--- config.mk ---
export PLATFORM = sky130hd
export DESIGN_NAME = cangrs_top
export DESIGN_NICKNAME = d
export VERILOG_FILES = /design/src/logic/cangrs_pkg.sv /design/src/logic/cangrs_top.sv
export VERILOG_INCLUDE_DIRS = /design/src /design/src/logic
export SDC_FILE = /design/constraint.sdc
export NUM_CORES = 1
export LEC_CHECK = 0
export BUFFER_PORTS_ARGS = -buffer_cell sky130_fd_sc_hd__buf_2
export CAP_MARGIN = 40
export CORE_AREA = 2 2 120 122
export DETAILED_ROUTE_END_ITERATION = 10
export DIE_AREA = 0 0 122 124
export PLACE_DENSITY = 0.69
export SLEW_MARGIN = 15
export SYNTH_ARGS = -nofsm -noshare
export SYNTH_HDL_FRONTEND = slang
export SYNTH_SLANG_ARGS = --single-unit
--- constraint.sdc ---
create_clock -name pclk -period 4.2 [get_ports pclk]
set_input_delay 0.21 -clock pclk [delete_from_list [all_inputs] [get_ports pclk]]
set_output_delay 0.21 -clock pclk [all_outputs]
set_load 0.1 [all_outputs]
--- src/logic/cangrs_consts.svh ---
// Register offsets, field positions, reset values and timing counts of the CAN general register set.
`ifndef CANGRS_CONSTS_SVH
`define CANGRS_CONSTS_SVH

// ----------------------------------------------------------------
// Register byte addresses on the APB bus
// ----------------------------------------------------------------
`define CANGRS_OFF_FLAGS     12'h000
`define CANGRS_OFF_ENABLES   12'h004
`define CANGRS_OFF_CTRL      12'h008
`define CANGRS_OFF_PRESCALE  12'h00C
`define CANGRS_OFF_SEGTIME   12'h010
`define CANGRS_OFF_BANK      12'h014
`define CANGRS_OFF_LID_HIGH  12'h018
`define CANGRS_OFF_LID_LOW   12'h01C
`define CANGRS_OFF_BUF_RDY   12'h020

// ----------------------------------------------------------------
// Field positions
// ----------------------------------------------------------------
`define CANGRS_BIT_TXDONE    4
`define CANGRS_BIT_STATUS    3
`define CANGRS_BIT_OVERRUN   2
`define CANGRS_BIT_TXERR     1
`define CANGRS_BIT_PEND      0
`define CANGRS_BIT_RUN       0

// ----------------------------------------------------------------
// Reset values and writable masks
// ----------------------------------------------------------------
`define CANGRS_RST_FLAGS     8'h00
`define CANGRS_RST_ENABLES   8'h00
`define CANGRS_RST_CTRL      8'h00
`define CANGRS_RST_PRESCALE  8'h00
`define CANGRS_RST_SEGTIME   8'h23
`define CANGRS_RST_BANK      8'h00
`define CANGRS_MASK_ENABLES  8'h7E
`define CANGRS_MASK_CTRL     8'h1F
`define CANGRS_MASK_SEGTIME  8'h7F
`define CANGRS_MASK_BANK     8'h07

// ----------------------------------------------------------------
// Resynchronisation counts and transmit error-count thresholds
// ----------------------------------------------------------------
`define CANGRS_RECESSIVE_RUN 4'd11
`define CANGRS_SLOW_SEQS     8'd128
`define CANGRS_TEC_BUSOFF    9'd256
`define CANGRS_TEC_PASSIVE   9'd128

`endif

--- src/logic/cangrs_pkg.sv ---
// Types shared by the CAN general register set.
package cangrs_pkg;

	// Node state sequence around standby.
	typedef enum logic [2:0] {
		CANGRS_STANDBY,
		CANGRS_WAKE,
		CANGRS_RESYNC,
		CANGRS_ACTIVE,
		CANGRS_DRAIN
	} cangrs_state_t;

	// Events reported by the protocol core, each a one-cycle pulse.
	typedef struct packed {
		logic [2:0] rx_stored;
		logic       tx_done;
		logic       tx_error;
		logic       rx_error;
		logic       overrun;
		logic       dominant_seen;
	} cangrs_events_t;

	// Header of a frame seen on the bus.
	typedef struct packed {
		logic [10:0] ident;
		logic        remote;
		logic [3:0]  length;
	} cangrs_header_t;

endpackage

--- src/logic/cangrs_top.sv ---
// CAN general register set: flags, enables, control/status, bit timing, bank select, last identifier.
//
// Operation
// RULE1: Receive flag per buffer, cleared by zero or ready
// RULE2: Transmit-done flag set on success, software clears
// RULE3: Status flag: standby dominant, passive toggle, errors
// RULE4: Overrun flag set when no buffer free
// RULE5: Transmit-error flag set on send error
// RULE6: Error pending equals OR of three flags
// RULE7: Writing zero clears an interrupt flag
// RULE8: Software clears by mask, never read-modify-write
// RULE9: Extended enable makes receive errors set status
// RULE10: Each request gated by its enable bit
// RULE11: Bus-off while transmit count exceeds 255
// RULE12: Error-passive only when passive, not bus-off
// RULE13: Self-reception keeps own filtered frames, else discard
// RULE14: No-retry stops error retries, not arbitration
// RULE15: Leaving standby waits 11 or 128x11 recessive
// RULE16: Wake pulse drives dominant bit leaving standby
// RULE17: Run reads one until standby reached
// RULE18: Quantum is clock times prescale plus one
// RULE19: Segment lengths value plus one; reset 23h
// RULE20: Timing registers writable only in standby
// RULE21: Three-bit page selects paged window bank
// RULE22: Last identifier captures id, remote, length
// RULE23: Overrun identifier kept until newer one arrives
// RULE24: Writing one leaves flag; reserved bits zero
// RULE25: Interrupt output follows any enabled flag
`timescale 1ns/1ps
`include "cangrs_consts.svh"

module cangrs_top
	import cangrs_pkg::*;
(
	input  wire logic                 pclk,
	input  wire logic                 presetn,
	input  wire logic                 psel,
	input  wire logic                 penable,
	input  wire logic                 pwrite,
	input  wire logic [11:0]          paddr,
	input  wire logic [31:0]          pwdata,
	output logic      [31:0]          prdata,
	output logic                      pready,
	output logic                      pslverr,
	input  wire cangrs_events_t       core_events,
	input  wire logic                 frame_header_valid,
	input  wire cangrs_header_t       frame_header,
	input  wire logic                 own_frame,
	input  wire logic                 transfer_busy,
	input  wire logic                 bus_bit_tick,
	input  wire logic                 bus_recessive,
	input  wire logic [8:0]           tx_error_count,
	input  wire logic                 tx_lost_arbitration,
	input  wire logic                 tx_failed_error,
	output logic                      irq,
	output logic                      quantum_tick,
	output logic [1:0]                sync_jump_width,
	output logic [3:0]                segment_one_len,
	output logic [2:0]                segment_two_len,
	output logic [2:0]                bank_page,
	output logic                      bank_access,
	output logic                      core_running,
	output logic                      wake_dominant,
	output logic                      self_receive_keep,
	output logic                      tx_retry
);

	// ----------------------------------------------------------------
	// Register state
	// Software state comes first; the rest tracks flag edges,
	// the quantum divider and the walk out of standby.
	// ----------------------------------------------------------------
	logic [7:0]    flags_q;
	logic [7:0]    enables_q;
	logic [4:1]    ctrl_q;
	logic          run_req_q;
	logic [7:0]    prescale_q;
	logic [6:0]    segtime_q;
	logic [2:0]    bank_q;
	logic [7:0]    lid_high_q;
	logic [7:0]    lid_low_q;
	logic [2:0]    buf_rdy_q;
	logic          passive_q;
	logic [5:0]    quantum_cnt_q;
	logic [3:0]    rec_run_q;
	logic [7:0]    seq_cnt_q;
	logic          quantum_tick_q;
	cangrs_state_t state_q;
	cangrs_state_t state_d;

	// ----------------------------------------------------------------
	// APB decode
	// ----------------------------------------------------------------
	// Each register is one aligned word with its bits in the low byte.
	// Decodes are exact, so an unmapped write hits nothing.
	function automatic logic hit(input logic [11:0] addr, input logic [11:0] off);
		hit = (addr == off);
	endfunction

	wire logic acc        = psel && penable;
	wire logic wr         = acc && pwrite;
	wire logic wr_flags   = wr && hit(paddr, `CANGRS_OFF_FLAGS);
	wire logic wr_enables = wr && hit(paddr, `CANGRS_OFF_ENABLES);
	wire logic wr_ctrl    = wr && hit(paddr, `CANGRS_OFF_CTRL);
	wire logic wr_pre     = wr && hit(paddr, `CANGRS_OFF_PRESCALE);
	wire logic wr_seg     = wr && hit(paddr, `CANGRS_OFF_SEGTIME);
	wire logic wr_bank    = wr && hit(paddr, `CANGRS_OFF_BANK);
	wire logic wr_lidh    = wr && hit(paddr, `CANGRS_OFF_LID_HIGH);
	wire logic wr_lidl    = wr && hit(paddr, `CANGRS_OFF_LID_LOW);
	wire logic wr_rdy     = wr && hit(paddr, `CANGRS_OFF_BUF_RDY);
	wire logic in_window  = paddr[11:6] == 6'h01;
	wire logic mapped     = (paddr[11:6] == 6'h00) && (paddr[5:2] <= 4'h8) && (paddr[1:0] == 2'b00);
	wire logic in_standby = (state_q == CANGRS_STANDBY);

	// The slave always answers in the first access cycle.
	// The paged window is served elsewhere, so it is no error here.
	assign pready  = 1'b1;
	assign pslverr = acc && !mapped && !in_window;

	// ----------------------------------------------------------------
	// Flag set and clear terms
	// ----------------------------------------------------------------
	// Bus-off is decoded first, because error passive excludes it.
	wire logic       bus_off     = tx_error_count >= `CANGRS_TEC_BUSOFF; // RULE11
	wire logic       passive_now = (tx_error_count >= `CANGRS_TEC_PASSIVE) && !bus_off; // RULE12
	wire logic [2:0] rx_set      = core_events.rx_stored;
	wire logic [2:0] rdy_clear   = wr_rdy ? ~pwdata[2:0] & buf_rdy_q : 3'b000;
	// In standby a dominant bit takes the place of the passive toggle;
	// it doubles as the wake-up report.
	wire logic       status_set  = (in_standby && core_events.dominant_seen)      // RULE3
		|| (!in_standby && (passive_now != passive_q))
		|| (enables_q[6] && core_events.rx_error);                           // RULE9
	wire logic [7:1] set_vec     = {rx_set[2], rx_set[1], rx_set[0], core_events.tx_done, // RULE1 RULE2
		status_set, core_events.overrun, core_events.tx_error};                  // RULE4 RULE5
	// A zero written clears; a one leaves the flag alone; a set in the same cycle wins.
	wire logic [7:1] clr_vec     = (wr_flags ? ~pwdata[7:1] : 7'h00)              // RULE7 RULE24
		| {rdy_clear[2], rdy_clear[1], rdy_clear[0], 4'h0};                    // RULE1
	wire logic [7:1] flags_d     = (flags_q[7:1] & ~clr_vec) | set_vec;
	// Pending is built from the flags, not stored,
	// so it can never disagree with them.
	wire logic       pend        = |flags_q[3:1];                                 // RULE6

	// Ready bit of a receive buffer tracks its stored message.
	wire logic [2:0] rdy_d       = (buf_rdy_q & ~rdy_clear & ~(wr_flags ? ~pwdata[7:5] : 3'b000)) | rx_set;

	// Sticky flags; software should write a mask, not read-modify-write. RULE8
	always_ff @(posedge pclk or negedge presetn) begin
		if (!presetn) begin
			flags_q   <= `CANGRS_RST_FLAGS;
			buf_rdy_q <= 3'b000;
			passive_q <= 1'b0;
		end else begin
			flags_q   <= {flags_d, 1'b0};
			buf_rdy_q <= rdy_d;
			passive_q <= passive_now;
		end
	end

	// Kept combinational so that clearing the last flag
	// drops the request in the cycle the write lands.
	// Interrupt line: receive enable gates all three buffer flags. RULE10 RULE25
	assign irq = (|flags_q[7:5] && enables_q[5]) || (flags_q[4] && enables_q[4])
		|| (flags_q[3] && enables_q[3]) || (flags_q[2] && enables_q[2]) || (flags_q[1] && enables_q[1]);

	// ----------------------------------------------------------------
	// Configuration registers
	// ----------------------------------------------------------------
	// Timing registers lock outside standby to protect a running bus.
	// Such a write is dropped silently; software must see
	// run read as zero before it retimes the node.
	always_ff @(posedge pclk or negedge presetn) begin
		if (!presetn) begin
			enables_q  <= `CANGRS_RST_ENABLES;
			ctrl_q     <= 4'h0;
			prescale_q <= `CANGRS_RST_PRESCALE;
			segtime_q  <= 7'(`CANGRS_RST_SEGTIME);
			bank_q     <= 3'(`CANGRS_RST_BANK);
			run_req_q  <= 1'b0;
		end else begin
			if (wr_enables)
				enables_q <= pwdata[7:0] & `CANGRS_MASK_ENABLES; // RULE24
			if (wr_ctrl) begin
				ctrl_q    <= pwdata[4:1];
				run_req_q <= pwdata[`CANGRS_BIT_RUN];
			end
			if (wr_pre && in_standby)
				prescale_q <= pwdata[7:0]; // RULE20
			if (wr_seg && in_standby)
				segtime_q <= pwdata[6:0]; // RULE20
			if (wr_bank)
				bank_q <= pwdata[2:0]; // RULE21
		end
	end

	// ----------------------------------------------------------------
	// Last identifier capture
	// ----------------------------------------------------------------
	// No reset: the capture means nothing before a frame.
	// A header wins over a software write in one cycle.
	// Every header overwrites, so an overrun identifier stays until the next frame. RULE22 RULE23
	always_ff @(posedge pclk) begin
		if (frame_header_valid) begin
			lid_high_q <= frame_header.ident[10:3];
			lid_low_q  <= {frame_header.ident[2:0], frame_header.remote, frame_header.length};
		end else begin
			if (wr_lidh)
				lid_high_q <= pwdata[7:0];
			if (wr_lidl)
				lid_low_q <= pwdata[7:0];
		end
	end

	// ----------------------------------------------------------------
	// Quantum divider
	// ----------------------------------------------------------------
	// Stopped in standby to save power. RULE18
	// Restarting from zero makes the first quantum
	// after standby a full one.
	wire logic quantum_wrap = quantum_cnt_q == prescale_q[5:0];
	always_ff @(posedge pclk or negedge presetn) begin
		if (!presetn) begin
			quantum_cnt_q  <= 6'h00;
			quantum_tick_q <= 1'b0;
		end else if (in_standby) begin
			quantum_cnt_q  <= 6'h00;
			quantum_tick_q <= 1'b0;
		end else begin
			quantum_cnt_q  <= quantum_wrap ? 6'h00 : quantum_cnt_q + 6'h01;
			quantum_tick_q <= quantum_wrap;
		end
	end

	// ----------------------------------------------------------------
	// Standby state machine
	// ----------------------------------------------------------------
	// Standby is left through an optional wake pulse and a
	// resync that counts runs of recessive bits. Bus-off
	// drops an active node back into resync.
	wire logic run_done   = rec_run_q == `CANGRS_RECESSIVE_RUN - 4'd1;
	wire logic seq_end    = bus_bit_tick && bus_recessive && run_done;
	wire logic fast       = ctrl_q[2] && !bus_off;
	wire logic resync_ok  = seq_end && (fast || seq_cnt_q == `CANGRS_SLOW_SEQS - 8'd1); // RULE15

	// Next state; each state holds until its exit is met.
	always_comb begin
		state_d = state_q;
		unique case (state_q)
			CANGRS_STANDBY: if (run_req_q) state_d = ctrl_q[1] ? CANGRS_WAKE : CANGRS_RESYNC; // RULE16
			CANGRS_WAKE:    if (bus_bit_tick) state_d = CANGRS_RESYNC;
			CANGRS_RESYNC: begin
				if (!run_req_q)
					state_d = CANGRS_STANDBY;
				else if (resync_ok)
					state_d = CANGRS_ACTIVE;
			end
			CANGRS_ACTIVE: begin
				if (!run_req_q)
					state_d = CANGRS_DRAIN;
				else if (bus_off)
					state_d = CANGRS_RESYNC;
			end
			CANGRS_DRAIN:   if (!transfer_busy) state_d = CANGRS_STANDBY; // RULE17
		endcase
	end

	// Recessive run counter and sequence counter used during resync.
	// Both clear outside resync, so a second wake-up
	// never starts half way through a count.
	always_ff @(posedge pclk or negedge presetn) begin
		if (!presetn) begin
			state_q   <= CANGRS_STANDBY;
			rec_run_q <= 4'h0;
			seq_cnt_q <= 8'h00;
		end else begin
			state_q <= state_d;
			if (state_q != CANGRS_RESYNC) begin
				rec_run_q <= 4'h0;
				seq_cnt_q <= 8'h00;
			end else if (bus_bit_tick) begin
				rec_run_q <= (!bus_recessive || run_done) ? 4'h0 : rec_run_q + 4'h1;
				if (seq_end)
					seq_cnt_q <= seq_cnt_q + 8'h01;
			end
		end
	end

	// ----------------------------------------------------------------
	// Outputs to the protocol core
	// ----------------------------------------------------------------
	// Timing fields go out straight from their registers;
	// the mode decodes are plain gates.
	assign quantum_tick      = quantum_tick_q;
	assign sync_jump_width   = prescale_q[7:6];
	assign segment_one_len   = segtime_q[3:0]; // RULE19
	assign segment_two_len   = segtime_q[6:4]; // RULE19
	assign bank_page         = bank_q;
	assign bank_access       = acc && in_window;
	assign core_running      = (state_q == CANGRS_ACTIVE) || (state_q == CANGRS_DRAIN);
	assign wake_dominant     = state_q == CANGRS_WAKE;                       // RULE16
	assign self_receive_keep = !own_frame || ctrl_q[4];                      // RULE13
	assign tx_retry          = tx_lost_arbitration || (tx_failed_error && !ctrl_q[3]); // RULE14

	// ----------------------------------------------------------------
	// Read data
	// ----------------------------------------------------------------
	// Run reads one until standby is really reached. RULE17
	// Status bits are live, seen as the setup cycle is.
	wire logic       run_read = !in_standby;
	wire logic [7:0] ctrl_rd  = {1'b0, bus_off, passive_now, ctrl_q, run_read}; // RULE11 RULE12
	logic [7:0] rd_byte;
	// Read mux; unmapped and window addresses read zero.
	always_comb begin
		rd_byte = 8'h00;
		if (hit(paddr, `CANGRS_OFF_FLAGS))
			rd_byte = {flags_q[7:1], pend}; // RULE6
		if (hit(paddr, `CANGRS_OFF_ENABLES))
			rd_byte = enables_q;
		if (hit(paddr, `CANGRS_OFF_CTRL))
			rd_byte = ctrl_rd;
		if (hit(paddr, `CANGRS_OFF_PRESCALE))
			rd_byte = prescale_q;
		if (hit(paddr, `CANGRS_OFF_SEGTIME))
			rd_byte = {1'b0, segtime_q};
		if (hit(paddr, `CANGRS_OFF_BANK))
			rd_byte = {5'h00, bank_q};
		if (hit(paddr, `CANGRS_OFF_LID_HIGH))
			rd_byte = lid_high_q;
		if (hit(paddr, `CANGRS_OFF_LID_LOW))
			rd_byte = lid_low_q;
		if (hit(paddr, `CANGRS_OFF_BUF_RDY))
			rd_byte = {5'h00, buf_rdy_q};
	end

	// Read data is caught in the setup cycle and held through
	// the access cycle; the cost is a value one cycle old.
	logic [31:0] prdata_q;
	always_ff @(posedge pclk or negedge presetn) begin
		if (!presetn)
			prdata_q <= 32'h00000000;
		else if (psel && !penable)
			prdata_q <= {24'h000000, rd_byte};
	end

	assign prdata = prdata_q;

endmodule

==> flow_metrics.py <==
metrics = {
    "status": {
        "status": "finished clean",
    },
    "layout": {
        "utilization": 0.404,
        "layout-drive-gt1-share": 0.254,
        "fin_nets": 659,
        "syn_to_final_growth_pct": 16.0,
        "n_antenna_cell": 0,
        "instances_no_fill": 750,
        "fill_cells": 1354,
    },
    "critical_path": {
        "end_kind": "register",
        "crit_chain": "or3_4 > or4_1 > nor2_4 > mux2_2",
        "cp.arrival_ps": 2560,
        "start_kind": "register",
        "crit_type": "reg2reg",
        "crit_required_ps": 4420,
        "crit_path_top_delay_cell": "or4_1",
        "worstReg2RegEnd": "prescale_q[6]$_DFFE_PN0P_",
        "path_max_fanout": 15,
        "r2r_cells": 4,
        "rrSetupSlack_ps": 1860,
        "reg2reg_from": "state_q[1]$_DFFE_PN0P_",
        "critPathMaxStageDelay_ps": 570,
    },
    "synth": {
        "yosysSeqAreaShare": 0.468,
        "netlist-cell-type-count": 61,
        "syn_area_sq_mm": 0.00478,
        "synth-edff-count": 16,
        "avgSynthCellArea_sq_um": 9.82,
        "yosys_warnings": 0,
        "synth-main-ff-cell": "dfrtp_1",
        "synth_top_area_cell": "dfrtp_1",
        "syn_inst": 487,
        "synth_seq_cells": 86,
        "async_flop_share": 0.814,
        "netlist_top_cells_area": "dfrtp_1, edfxtp_1, mux2_2",
        "synth_top_area_frac": 0.351,
    },
    "grt": {
        "grt_first_pass_wirelength_microns": 20000,
        "grt_use_total": 0.173,
        "busiest_layer": "met2",
        "grt_max_degree": 28,
        "gr-total-overflow": 0,
        "use_met3": 0.0417,
        "grt_pass1_vias": 3873,
        "antenna_found_initial": 0,
        "met1_usage": 0.230,
        "met2_usage": 0.280,
    },
    "sta": {
        "final-max-slew-violation-count": 0,
        "final.setup.tns_ps": 0,
        "rsz0062_at_grt": "false",
        "fin_ws_ps": 1860,
        "finClkSkew_ps": 4.98,
        "post-route-period-util": 0.557,
        "setup_viol": 0,
        "fin_crit_ps": 2340,
        "finalHoldViolations": 0,
        "tightestPinTransition_ps": 874,
        "fmaxAchievable_mhz": 428,
        "slew-limit-headroom": 0.413,
    },
    "place": {
        "io_buffer_count": 85,
        "dp.cells": 734,
        "dp_hpwl_microns": 9670,
        "post-place-ws_ps": 1590,
        "gp_congestion": 0.972,
    },
    "hold_path": {
        "hold_end": "flags_q[2]$_DFF_PN0_",
        "min_path_type": "in2reg",
        "whs_path_depth": 2,
        "hold_start": "core_events[1]",
    },
    "route": {
        "ant_nets": 0,
        "drt_first_pass_iters": 4,
        "drcViolationCount": 0,
        "totalWireLength_microns": 12800,
        "wl_per_cell_microns": 17.1,
        "routed_via_density": 5.33,
        "drtIter0Drc": 231,
        "vias": 4001,
    },
    "power": {
        "fin_total_pwr_mw": 1.85,
        "ir_drop_mv": 0.187,
        "powerDensity_mw_per_mm2": 333,
        "power.leakage_nw": 2.53,
    },
    "run": {
        "drv_cap": 0,
    },
    "floorplan": {
        "die_h_microns": 124,
        "pin_count": 142,
        "dieArea_sq_mm": 0.0151,
        "initial_utilization": 0.348,
        "rows": 43,
        "core_area_sq_mm": 0.0137,
        "die_w_microns": 122,
    },
    "clock_network": {
        "clock-root-buffer": "clkbuf_16",
        "htree_num_levels": 3,
        "clock_sinks": 86,
        "clock_latency_ps": 340,
        "numCtsBuffers": 9,
        "cts_tree": "yes",
        "ctsLongestPathBuffers": 2,
        "clk_pin_slew_ps": 60,
    },
}
[where the power goes]
group	total, mW	internal [mW]	switching (mW)
sequential	0.874	0.869	0.00560
clock	0.721	0.398	0.323
combinational	0.253	0.0505	0.202
total	1.85	1.32	0.530
[cells by family (layout without fill, tap and decap cells)]
logic type,count (synthesis),after routing,share of synthesized area
AOI/OAI and AO/OA,91,91,0.128
xor gates and xnor gates,17,17,0.0311
adders and majority gates,4,4,0.0105
buffers and inverters,55,115,0.0667
DFF,86,86,0.468
muxes,36,36,0.0887
other,2,25,0.00157
and+or+nand+nor,196,196,0.206
[final cells by class]
class                   instances  area (sq um)  area share
clock inverters                 5          37.5     0.00677
flip-flops and latches         86          2240       0.403
multi-input cells             369          2310       0.417
inverters                      12          45.0     0.00812
repair buffers                 88           463      0.0834
clock buffers                  10           229      0.0413
well taps                     180           225      0.0406
[timing repair]
| action | 4_1_cts | 5_1_grt |
|---|---|---|
| setup buffers | 0 | 0 |
| hold endpoints to repair | 16 | 0 |
| hold buffers | 1 | 0 |
| gates resized for setup | 0 | 0 |
[cells in the final DEF (no fill, tap or decap), types with 5 or more instances in the layout]
cell,count
o22ai_1,5
conb_1,25
xnor2_1,7
clkbuf_16,9
o211ai_1,5
nand2_1,76
o31ai_1,5
o21bai_1,7
mux2_2,28
xor2_1,10
nand2b_1,20
nand3_1,13
o2111ai_1,5
edfxtp_1,16
nor2_1,35
inv_1,12
buf_2,85
nor3_1,8
a21oi_1,12
nand4_1,5
nor4_1,8
or3_1,7
dfrtp_1,67
o21ai_0,24
[through the flow]
stage | cell area [sq um] | hold WS, ps
detailed placement | 5270 | 187
CTS | 5550 | 65.0
finish | 5550 | 75.2
global route | 5550 | 67.0
floorplan | 4870 | -85.6
global placement | 5250 | 405
[registers in the layout, summed over array words and instances, names as in the netlist]
register	count
state_q	3
buf_rdy_q	3
rec_run_q	4
lid_low_q	8
quantum_tick	1
prdata	8
segtime_q	7
quantum_cnt_q	6
prescale_q	8
seq_cnt_q	8
ctrl_q	4
run_req_q	1
passive_q	1
enables_q	6
bank_page	3
lid_high_q	8
flags_q	7
[routing by layer]
layer,wire length [microns],up-vias
li1,-,1857
met1,5650,1953
met2,5990,174
met3,956,17
met4,239,0
met5,0,-
[worst max path at each step]
stage / from / to / slack [ps] / cells past startpoint
after floorplan: paddr[9] / bank_access / 510 / 2
after global placement: paddr[9] / lid_low_q[1]$_DFFE_PP_ / 1640 / 5
after detailed placement: paddr[9] / lid_low_q[1]$_DFFE_PP_ / 1590 / 5
after CTS: state_q[1]$_DFFE_PN0P_ / prescale_q[6]$_DFFE_PN0P_ / 1850 / 4
after global routing: state_q[1]$_DFFE_PN0P_ / prescale_q[7]$_DFFE_PN0P_ / 1770 / 4
final: state_q[1]$_DFFE_PN0P_ / prescale_q[6]$_DFFE_PN0P_ / 1860 / 4
[worst max-delay path, delay by kind of cell, from the launching register on]
family	cells	cell delay, ps
flops	1	520
mux	1	370
simple gates	3	1330
[synthesized netlist by cell type, drive strengths merged, types with 4 or more instances]
| library cell | n |
|---|---|
| o32ai | 4 |
| o2111ai | 5 |
| nor4 | 10 |
| nand3 | 13 |
| inv | 12 |
| o22ai | 5 |
| o21ai | 26 |
| o21bai | 7 |
| buf | 32 |
| nand2b | 20 |
| nand4 | 5 |
| or3 | 11 |
| ha | 4 |
| nor2 | 38 |
| o211ai | 5 |
| dfrtp | 67 |
| nand2 | 76 |
| mux2 | 31 |
| edfxtp | 16 |
| nor3 | 8 |
| clkbuf | 11 |
| nor2b | 4 |
| xor2 | 10 |
| xnor2 | 7 |
| a22oi | 4 |
| o31ai | 5 |
| a21oi | 12 |
No activity file was read; power rests on OpenSTA's default activity.
